File: config.mk
export PLATFORM = sky130hd
export DESIGN_NAME = node_io_link_map_registers
export DESIGN_NICKNAME = d
export VERILOG_FILES = /design/src/design/node_map_pkg.sv /design/src/design/node_io_link_map_registers.sv
export SDC_FILE = /design/constraint.sdc
export NUM_CORES = 2
export LEC_CHECK = 0
export BUFFER_PORTS_ARGS = -buffer_cell sky130_fd_sc_hd__clkbuf_2
export CELL_PAD_IN_SITES_DETAIL_PLACEMENT = 0
export CELL_PAD_IN_SITES_GLOBAL_PLACEMENT = 1
export CORE_AREA = 2 2 297 592
export DETAILED_ROUTE_END_ITERATION = 8
export DIE_AREA = 0 0 299 594
export PLACE_DENSITY_LB_ADDON = 0.1
export SYNTH_ARGS = -nofsm -noshare
export SYNTH_HDL_FRONTEND = slang
export SYNTH_SLANG_ARGS = --single-unit
File: constraint.sdc
create_clock -name clk -period 2.8 [get_ports clk]
set_input_delay 0.28 -clock clk [delete_from_list [all_inputs] [get_ports clk]]
set_output_delay 0.28 -clock clk [all_outputs]
set_load 0.03 [all_outputs]
File: src/design/node_map_pkg.sv
// constants for the node link status and i/o range map registers
package node_map_pkg;
	// ==========================================================
	// sizes
	localparam int NUM_LINKS  = 4;   // i/o links per node
	localparam int NUM_RANGES = 12;  // memory-mapped i/o ranges
	localparam int SYNC_DEPTH = 3;   // pin synchroniser stages
	// ==========================================================
	// configuration-space identity
	localparam logic [7:0] CFG_BUS      = 8'h00;  // nodes sit on bus 0
	localparam logic [4:0] CFG_DEV_BASE = 5'h18;  // node 0 device number
	localparam logic [2:0] FUNC_LINK    = 3'h0;   // link status function
	localparam logic [2:0] FUNC_MAP     = 3'h1;   // address map function
	// ==========================================================
	// register offsets
	localparam logic [11:0] LINK_TYPE_OFS [0:NUM_LINKS-1] = '{
		12'h098, 12'h0B8, 12'h0D8, 12'h0F8};
	localparam logic [11:0] RANGE_BASE_OFS [0:NUM_RANGES-1] = '{
		12'h080, 12'h088, 12'h090, 12'h098, 12'h0A0, 12'h0A8,
		12'h0B0, 12'h0B8, 12'h1A0, 12'h1A8, 12'h1B0, 12'h1B8};
	localparam logic [11:0] RANGE_HIGH_OFS [0:NUM_RANGES-1] = '{
		12'h180, 12'h184, 12'h188, 12'h18C, 12'h190, 12'h194,
		12'h198, 12'h19C, 12'h1C0, 12'h1C4, 12'h1C8, 12'h1CC};
	localparam logic [11:0] LIMIT_OFS_STEP = 12'h004;  // limit follows base
	// ==========================================================
	// field positions
	localparam int LT_CONNECTED     = 0;
	localparam int LT_INIT_COMPLETE = 1;
	localparam int LT_NONCOHERENT   = 2;
	localparam int LT_PENDING       = 4;
	localparam int BASE_RD_EN       = 0;
	localparam int BASE_WR_EN       = 1;
	localparam int BASE_LOCK        = 3;
	localparam int ADDR_LSB         = 8;   // low regs bits 31:8
	localparam int HIGH_BASE_LSB    = 0;   // high reg bits 7:0
	localparam int HIGH_LIMIT_LSB   = 16;  // high reg bits 23:16
	localparam int NODE_ID_W        = 3;   // limit reg bits 2:0
	// ==========================================================
	// reset values and compare fill
	localparam logic [23:0] ADDR_RST      = 24'h000000;
	localparam logic [7:0]  BYTE_RST      = 8'h00;
	localparam logic [15:0] LIMIT_LOW_FILL = 16'hFFFF;
endpackage : node_map_pkg

File: src/design/node_io_link_map_registers.sv
// node link status and memory-mapped i/o range map register bank
`timescale 1ns/10ps
module node_io_link_map_registers (
	input  wire logic                          clk,
	input  wire logic                          rst_b,
	input  wire logic [2:0]                    node_id,
	input  wire logic [node_map_pkg::NUM_LINKS-1:0] link_connected,
	input  wire logic [node_map_pkg::NUM_LINKS-1:0] link_init_complete,
	input  wire logic [node_map_pkg::NUM_LINKS-1:0] link_noncoherent,
	input  wire logic [node_map_pkg::NUM_LINKS-1:0] link_connect_pending,
	input  wire logic                          cfg_req,
	input  wire logic                          cfg_wr,
	input  wire logic [7:0]                    cfg_bus,
	input  wire logic [4:0]                    cfg_dev,
	input  wire logic [2:0]                    cfg_func,
	input  wire logic [11:0]                   cfg_ofs,
	input  wire logic [31:0]                   cfg_wdata,
	output logic                               cfg_ack_r,
	output logic [31:0]                        cfg_rdata_r,
	input  wire logic                          phys_req,
	input  wire logic                          phys_wr,
	input  wire logic [47:0]                   phys_addr,
	output logic                               hit_r,
	output logic [2:0]                         target_node_id_r,
	output logic [3:0]                         hit_range_r
);
	import node_map_pkg::*;

	// ==========================================================
	// link status synchronisers
	logic [3:0] lt_in [0:NUM_LINKS-1];            // raw pins per link
	logic [3:0] s1_r [0:NUM_LINKS-1];             // first stage
	logic [3:0] s2_r [0:NUM_LINKS-1];             // second stage
	logic [3:0] s3_r [0:NUM_LINKS-1];             // third stage
	logic [3:0] st_r [0:NUM_LINKS-1];             // accepted value
	logic [3:0] st_nxt [0:NUM_LINKS-1];
	genvar g;
	generate
		for (g = 0; g < NUM_LINKS; g++) begin : g_link
			assign lt_in[g] = {link_connect_pending[g], link_noncoherent[g],
				link_init_complete[g], link_connected[g]};
			// a change counts only once stages two and three agree
			always_comb begin
				st_nxt[g] = (s2_r[g] == s3_r[g]) ? s3_r[g] : st_r[g];
			end
			always_ff @(posedge clk) begin
				if (!rst_b) begin
					s1_r[g] <= 4'h0;
					s2_r[g] <= 4'h0;
					s3_r[g] <= 4'h0;
					st_r[g] <= 4'h0;
				end else begin
					s1_r[g] <= lt_in[g];
					s2_r[g] <= s1_r[g];
					s3_r[g] <= s2_r[g];
					st_r[g] <= st_nxt[g];
				end
			end
		end
	endgenerate

	// ==========================================================
	// range storage
	logic [23:0] base_addr_r [0:NUM_RANGES-1];    // io_range_base_addr low
	logic [23:0] limit_addr_r [0:NUM_RANGES-1];   // io_range_limit_addr low
	logic [7:0]  limit_ctl_r [0:NUM_RANGES-1];    // route bits, target node
	logic [7:0]  base_hi_r [0:NUM_RANGES-1];      // base bits 47:40
	logic [7:0]  limit_hi_r [0:NUM_RANGES-1];     // limit bits 47:40
	logic [1:0]  en_r [0:NUM_RANGES-1];           // write, read decode enable
	logic [23:0] base_addr_nxt [0:NUM_RANGES-1];
	logic [23:0] limit_addr_nxt [0:NUM_RANGES-1];
	logic [7:0]  limit_ctl_nxt [0:NUM_RANGES-1];
	logic [7:0]  base_hi_nxt [0:NUM_RANGES-1];
	logic [7:0]  limit_hi_nxt [0:NUM_RANGES-1];
	logic [1:0]  en_nxt [0:NUM_RANGES-1];
	logic [2:0]  my_node_r;                       // strap caught in reset
	logic        cfg_ack_nxt;
	logic [31:0] cfg_rdata_nxt;
	logic        ours;                            // access aimed at this node

	// bus 0, device 24 plus node number, functions 0 and 1 only
	assign ours = (cfg_bus == CFG_BUS) && (cfg_dev == (CFG_DEV_BASE + {2'b00, my_node_r}));

	// ==========================================================
	// configuration access decode
	always_comb begin
		cfg_ack_nxt   = cfg_req;
		cfg_rdata_nxt = 32'h00000000;                 // unmapped reads zero
		for (int i = 0; i < NUM_RANGES; i++) begin
			base_addr_nxt[i]  = base_addr_r[i];
			limit_addr_nxt[i] = limit_addr_r[i];
			limit_ctl_nxt[i]  = limit_ctl_r[i];
			base_hi_nxt[i]    = base_hi_r[i];
			limit_hi_nxt[i]   = limit_hi_r[i];
			en_nxt[i]         = en_r[i];
		end
		if (cfg_req && ours && cfg_func == FUNC_LINK) begin
			// link status is read-only; writes fall away
			for (int l = 0; l < NUM_LINKS; l++) begin
				if (cfg_ofs == LINK_TYPE_OFS[l]) begin
					cfg_rdata_nxt[LT_CONNECTED]     = st_r[l][0];
					cfg_rdata_nxt[LT_NONCOHERENT]   = st_r[l][2];
					cfg_rdata_nxt[LT_INIT_COMPLETE] = st_r[l][1];
					cfg_rdata_nxt[LT_PENDING]       = st_r[l][3];
				end
			end
		end else if (cfg_req && ours && cfg_func == FUNC_MAP) begin
			for (int i = 0; i < NUM_RANGES; i++) begin
				if (cfg_ofs == RANGE_BASE_OFS[i]) begin
					// lock reads zero: nothing here locks the map
					cfg_rdata_nxt = {base_addr_r[i], 6'h00, en_r[i]};
					if (cfg_wr) begin
						base_addr_nxt[i] = cfg_wdata[31:ADDR_LSB];
						en_nxt[i] = {cfg_wdata[BASE_WR_EN], cfg_wdata[BASE_RD_EN]};
					end
				end else if (cfg_ofs == RANGE_BASE_OFS[i] + LIMIT_OFS_STEP) begin
					cfg_rdata_nxt = {limit_addr_r[i], limit_ctl_r[i]};
					if (cfg_wr) begin
						limit_addr_nxt[i] = cfg_wdata[31:ADDR_LSB];
						limit_ctl_nxt[i]  = cfg_wdata[7:0];
					end
				end else if (cfg_ofs == RANGE_HIGH_OFS[i]) begin
					cfg_rdata_nxt = {8'h00, limit_hi_r[i], 8'h00, base_hi_r[i]};
					if (cfg_wr) begin
						base_hi_nxt[i]  = cfg_wdata[HIGH_BASE_LSB +: 8];
						limit_hi_nxt[i] = cfg_wdata[HIGH_LIMIT_LSB +: 8];
					end
				end
			end
		end
	end

	// register stage; node number is taken while reset is held
	always_ff @(posedge clk) begin
		if (!rst_b) begin
			my_node_r   <= node_id;
			cfg_ack_r   <= 1'b0;
			cfg_rdata_r <= 32'h00000000;
			for (int i = 0; i < NUM_RANGES; i++) begin
				base_addr_r[i]  <= ADDR_RST;
				limit_addr_r[i] <= ADDR_RST;
				limit_ctl_r[i]  <= BYTE_RST;
				base_hi_r[i]    <= BYTE_RST;
				limit_hi_r[i]   <= BYTE_RST;
				en_r[i]         <= 2'b00;
			end
		end else begin
			cfg_ack_r   <= cfg_ack_nxt;
			cfg_rdata_r <= cfg_rdata_nxt;
			for (int i = 0; i < NUM_RANGES; i++) begin
				base_addr_r[i]  <= base_addr_nxt[i];
				limit_addr_r[i] <= limit_addr_nxt[i];
				limit_ctl_r[i]  <= limit_ctl_nxt[i];
				base_hi_r[i]    <= base_hi_nxt[i];
				limit_hi_r[i]   <= limit_hi_nxt[i];
				en_r[i]         <= en_nxt[i];
			end
		end
	end

	// ==========================================================
	// address range decode
	logic [47:0] full_base [0:NUM_RANGES-1];      // 64K aligned base
	logic [47:0] full_limit [0:NUM_RANGES-1];     // limit, low bits ones
	logic [NUM_RANGES-1:0] match;
	generate
		for (g = 0; g < NUM_RANGES; g++) begin : g_range
			assign full_base[g]  = {base_hi_r[g], base_addr_r[g], 16'h0000};
			assign full_limit[g] = {limit_hi_r[g], limit_addr_r[g], LIMIT_LOW_FILL};
			assign match[g] = phys_req
				&& (phys_wr ? en_r[g][1] : en_r[g][0])
				&& (phys_addr > full_base[g]) && (phys_addr <= full_limit[g]);
		end
	endgenerate

	logic       hit_nxt;
	logic [2:0] node_nxt;
	logic [3:0] range_nxt;
	// lowest numbered matching range wins if ranges overlap
	always_comb begin
		hit_nxt   = 1'b0;
		node_nxt  = 3'h0;
		range_nxt = 4'h0;
		for (int i = NUM_RANGES - 1; i >= 0; i--) begin
			if (match[i]) begin
				hit_nxt   = 1'b1;
				node_nxt  = limit_ctl_r[i][NODE_ID_W-1:0];
				range_nxt = 4'(i);
			end
		end
	end

	always_ff @(posedge clk) begin
		if (!rst_b) begin
			hit_r            <= 1'b0;
			target_node_id_r <= 3'h0;
			hit_range_r      <= 4'h0;
		end else begin
			hit_r            <= hit_nxt;
			target_node_id_r <= node_nxt;
			hit_range_r      <= range_nxt;
		end
	end

	// ==========================================================
	// checks
	logic link_rd_r;   // last cycle accessed the link 0 status register
	logic base_rd_r;   // last cycle accessed the range 0 base register
	always_ff @(posedge clk) begin
		if (!rst_b) begin
			link_rd_r <= 1'b0;
			base_rd_r <= 1'b0;
		end else begin
			link_rd_r <= cfg_req && ours && cfg_func == FUNC_LINK && cfg_ofs == LINK_TYPE_OFS[0];
			base_rd_r <= cfg_req && ours && cfg_func == FUNC_MAP && cfg_ofs == RANGE_BASE_OFS[0];
		end
	end

	AST_ACK_NEXT: assert property (@(posedge clk) disable iff (!rst_b)
		cfg_req |=> cfg_ack_r) else $error("config request not answered");
	AST_FOREIGN_ZERO: assert property (@(posedge clk) disable iff (!rst_b)
		cfg_req && !ours |=> cfg_rdata_r == 32'h00000000) else $error("foreign access data");
	AST_LINK_BITS: assert property (@(posedge clk) disable iff (!rst_b)
		link_rd_r |-> cfg_rdata_r[0] == $past(st_r[0][0]) && cfg_rdata_r[2] == $past(st_r[0][2]))
		else $error("link status bits wrong");
	AST_LINK_RES: assert property (@(posedge clk) disable iff (!rst_b)
		link_rd_r |-> cfg_rdata_r[31:5] == 27'h0 && !cfg_rdata_r[3]) else $error("link reserved set");
	AST_BASE_RES: assert property (@(posedge clk) disable iff (!rst_b)
		base_rd_r |-> cfg_rdata_r[7:2] == 6'h00) else $error("base reserved bits set");
	AST_BASE_WR: assert property (@(posedge clk) disable iff (!rst_b)
		cfg_req && cfg_wr && ours && cfg_func == FUNC_MAP && cfg_ofs == RANGE_BASE_OFS[0]
		|=> base_addr_r[0] == $past(cfg_wdata[31:8]) && en_r[0] == $past(cfg_wdata[1:0]))
		else $error("base write lost");
	AST_HIT_BOUNDS: assert property (@(posedge clk) disable iff (!rst_b)
		hit_nxt |-> phys_addr > full_base[range_nxt] && phys_addr <= full_limit[range_nxt])
		else $error("hit outside range");
	AST_HIT_NODE: assert property (@(posedge clk) disable iff (!rst_b)
		hit_r |-> target_node_id_r == $past(limit_ctl_r[range_nxt][2:0]))
		else $error("wrong target node");
	AST_FULL_LIMIT: assert property (@(posedge clk) disable iff (!rst_b)
		phys_req && !phys_wr && en_r[0][0] && phys_addr > full_base[0]
		&& phys_addr[47:16] == {limit_hi_r[0], limit_addr_r[0]} |=> hit_r)
		else $error("limit low bits not ones");
	AST_NO_REQ_NO_HIT: assert property (@(posedge clk) disable iff (!rst_b)
		!phys_req |=> !hit_r) else $error("hit without request");

	COV_LINK_RD: cover property (@(posedge clk) disable iff (!rst_b) link_rd_r);
	COV_BASE_WR_HIT: cover property (@(posedge clk) disable iff (!rst_b)
		base_rd_r ##[1:20] hit_r);
	COV_HIT_HIGH: cover property (@(posedge clk) disable iff (!rst_b)
		hit_r && hit_range_r >= 4'h8);
endmodule : node_io_link_map_registers

==> summary.md <==
| Metric | Value |
|---|---|
| Status | finished, violations left |
| Failing checks | setup timing |
| P_sw | 9.79 mW |
| Routed wire length per instance | around 32 microns |
| Syn-to-layout area delta | 40.5% |
| Sequential Power Share | 41.5% |
| Simple-gate portion of the synthesized area | 20.1% |
| Comb power frac | 12.0% |
| Hold crit path type | primary input to flip-flop |
| Max_slew headroom | 19.3% |
| Die width | 299 microns |
| Peak Freq | 287 MHz |
| First-pass GRT wire length | 531,000 microns |
| Mux contribution to synthesized area | less than 1% |
| Tmin final | 3.49 ns |
| Total grt overflow | 0 |
| Post-synthesis instance total | 8,081 |
| Total Power | 34.3 mW |
| Final net count | 10,795 |
| Critical Path End Type | flip-flop |
| CP bufs+invs | 4 |
| Largest net degree at the start of global routing | 96 |
| Setup crit end | target_node_id_r[0] |
| Min-delay src | cfg_wdata[18] |
| Initial core utilization | a little over a third |
| Synth Area in Compound Gates | 21.9% |
| Crit-path most repeated cell | o211ai_1 |
| Final setup fails | 8 |
| Non-Filler Instances | 12,278 |
| Fin. Hold Viols | 0 |
| Initial DRC count | between 6,000 and 7,000 |
| Setup crit start | limit_hi_r[0][84] |
| Worst VDD drop | 0.800 mV |
| Detailed placer's ending HPWL | roughly 300,000 microns |
| Main combinational cell family by area after synthesis | compound AO/OA/AOI/OAI gates |
| Clock power share | 46.6% |
| Peak fanout along the critical path | 3 |
| Most frequent cells in the layout | nand2_1, buf_4, a21oi_1 |
| R2R setup slack | -0.69 ns |
| All-Layer GR Usage | 42.6% |
| Distinct cell type count after synthesis | 93 |
| CTS sink count | between 900 and 1,000 |
| Worst Path Arrival | 4.23 ns |
| Setup TNS | -4.65 ns |
| Pwr/cell area | 405 nW/um^2 |
| Post-Synth XOR/XNOR Area | 0.276% |
| FF+latch count, synth | between 900 and 1,000 |
| # rows | approximately 220 |
| P_int | 24.5 mW |
| Max Cap Violations | 0 |
| Reg clk slew, reported paths | 0.07 ns |
| Post-Route WL | 389,000 microns |
| Unrepaired setup endpoints after global routing | true |
| Commonest non-fill, non-tap cell in the layout | nand2_1 |
| Synth Area in Adders | 15.9% |
| Crit-path cells | inv_1 -> ha_1 -> nand4_1 -> buf_6 -> nor4_4 -> buf_4 -> nand4_1 -> o211ai_1 -> o211ai_1 -> nor2_1 -> buf_4 -> nand2_2 -> o211ai_1 -> o21ai_2 -> o211ai_1 -> a32o_1 |
| Register area share after synthesis | 33.1% |
| Initial antenna violation count | 17 |
| Switching Share | 28.5% |
| Max-slew violations | 0 |
| Slew at the pin closest to its max-slew limit | 1.21 ns |
| Startpoint types | flip-flop |
| CP Depth | 16 |
| Reg2reg end | target_node_id_r[0] |
| Routability cong. | around 1.0 |
| Max clock buf depth | 3 |
| Design area | approximately 85,000 sq um |
| Tcrit/Tclk final | 125% |
| Ranking of synthesized cells by area | dfxtp_1, ha_1, nand2_1, a21oi_1, inv_1 |
| Worst R2R Path Depth | 16 |
| IO buf count | between 150 and 200 |
| Mean Syn Cell Area | between 7 and 8 sq um |
| Initial DRT Pass Iterations | 9 |
| Primary FF master, synth | dfxtp_1 |
| Die area | 178,000 sq um |
| Vias per cell | 5.69 |
| Dpl cell area | about 79,000 sq um |
| CTS tree | yes |
| Core area | 173,000 sq um |
| Share of the synthesized area in the top cell type | 33.0% |
| Synth area leader | dfxtp_1 |
| Detail Route Antenna Nets | 0 |
| Post-synth EDFFs | 3 |
| Slowest cell on the critical path | nor4_4 |
| Worst Skew | 0.0305 ns |
| Synth Cell Area | approximately 60,000 sq um |
| CTS Buf Count | 104 |
| Delay-heaviest family, CP | compound AO/OA/AOI/OAI gates |
| Setup CP Type | flip-flop to flip-flop |
| Critical R2R Launch | limit_hi_r[0][84] |
| Die Ht | 594 microns |
| Yosys Warn Count | 0 |
| Final core utilization | 49.0% |
| Synth async-reset ratio | 0% |
| Num ports | between 150 and 200 |
| Leakage power | ~33 nW |
| Share of layout cells above drive strength 1 | 26.5% |
| CP max stage delay | 0.50 ns |
| Syn Nets | 8,982 |
| H-tree depth | 3 |
| Worst skew pair latency | 0.80 ns |
| # fillers | 17,215 |
| Vias in the first global route | slightly below 70,000 |
| Dpl cells | around 12,000 |
| DRC viols | 0 |
| WP data required | 3.54 ns |
| Final worst setup slack | -0.690 ns |
| Total number of vias | roughly 70,000 |
| Root buffer cell | clkbuf_16 |
## logic make-up after synthesis
group                      Yosys count
AOI/OAI and AO/OA                 2165
xor gates and xnor gates            19
adders and majority gates          768
buffers and inverters             1241
DFF                                996
muxes                               45
and+or+nand+nor                   2847
## cell type report
cell class / count / area [sq um] / area share (%)
Multi-Input combinational cell: 5844 / 37100 / 43.8
Sequential cell: 996 / 20000 / 23.6
Timing Repair Buffer: 2158 / 17900 / 21.2
Clock buffer: 144 / 3000 / 3.55
Inverter: 790 / 2990 / 3.53
Tap cell: 2289 / 2860 / 3.38
Clock inverter: 50 / 752 / 0.888
Antenna cell: 7 / 17.5 / 0.0207
## how the worst min path moves through the flow
| stage | to | slack (ns) | depth (start not counted) |
|---|---|---|---|
| global route | base_addr_r[0][106] | 0.05 | 4 |
| CTS | limit_hi_r[0][82] | 0.05 | 4 |
| finish | base_addr_r[0][274] | 0.05 | 4 |
| detailed placement | s2_r[3][2] | 0.42 | 1 |
| floorplan | my_node_r[0] | 0.38 | 0 |
| global placement | s2_r[0][1] | 0.41 | 1 |
## worst register-to-register path, cell delays in order (launching register included)
cell and delay, ns:
dfxtp_2 0.33, inv_1 0.05, ha_1 0.28, nand4_1 0.19
buf_6 0.23, nor4_4 0.51, buf_4 0.22, nand4_1 0.13
o211ai_1 0.16, o211ai_1 0.21, nor2_1 0.14, buf_4 0.21
nand2_2 0.07, o211ai_1 0.09, o21ai_2 0.10, o211ai_1 0.32
a32o_1 0.21
## what timing repair did
| item | 4_1_cts | 5_1_grt |
|---|---|---|
| gates resized for setup | 214 | 94 |
| endpoints found under the setup margin | 16 | 28 |
| pin swaps | 79 | 53 |
| endpoints found under the hold margin | 36 | 0 |
| buffers inserted | 19 | 6 |
| hold buffers | 22 | 0 |
## power by group through the flow
stage / combinational, mW / sequential [mW] / clock (mW)
6_report: 4.11 / 14.2 / 16.0
5_1_grt: 4.31 / 14.2 / 16.6
4_1_cts: 3.98 / 14.2 / 16.1
3_5_place_dp: 3.84 / 14.5 / 0
3_3_place_gp: 3.80 / 14.5 / 0
2_1_floorplan: 1.56 / 14.5 / 0
## routing by layer
layer	global-route usage, %	part of all wire, %	vias to the layer above	routed length (microns)
met2	73.1	48	3314	186000
met1	41.4	32	33491	126000
met4	47.6	14	6	54000
met3	6.40	5.9	1411	22900
met5	0	0.0093	-	36
li1	-	-	31649	-
## synth_stat cells (19+ instances only)
master and number:
a21o_1 79, a211oi_1 62, nand3_1 118, o221ai_1 61, a22oi_1 98, dfxtp_1 993
and3_1 28, a2111oi_0 21, o2111ai_1 25, nor2_1 237, mux2i_1 34, nor3_1 64
o21ai_0 218, a221o_1 19, a221oi_1 121, nand4_1 171, clkbuf_1 396, ha_1 768
buf_2 43, a21oi_1 1175, o22ai_1 62, o211ai_1 57, nor4_1 40, nand2_1 2033
xnor2_1 19, and2_1 55, inv_1 789
## per-stage QoR
step / hold WS, ns / setup WS, ns
3_3_place_gp: 0.414 / -2.02
5_1_grt: 0.0542 / -1.02
6_report: 0.0487 / -0.690
2_1_floorplan: 0.379 / -0.00757
4_1_cts: 0.0465 / -0.571
3_5_place_dp: 0.423 / -1.94
## sequential cells by signal, summed over array words and instances, names as in the netlist
register,count
hit_range_r,4
s3_r,16
limit_addr_r,288
st_r,16
cfg_ack_r,1
s1_r,16
target_node_id_r,3
s2_r,16
limit_hi_r,96
cfg_rdata_r,32
base_addr_r,288
base_hi_r,96
en_r,24
hit_r,1
my_node_r,3
limit_ctl_r,96
No activity file was read; power rests on OpenSTA's default activity.
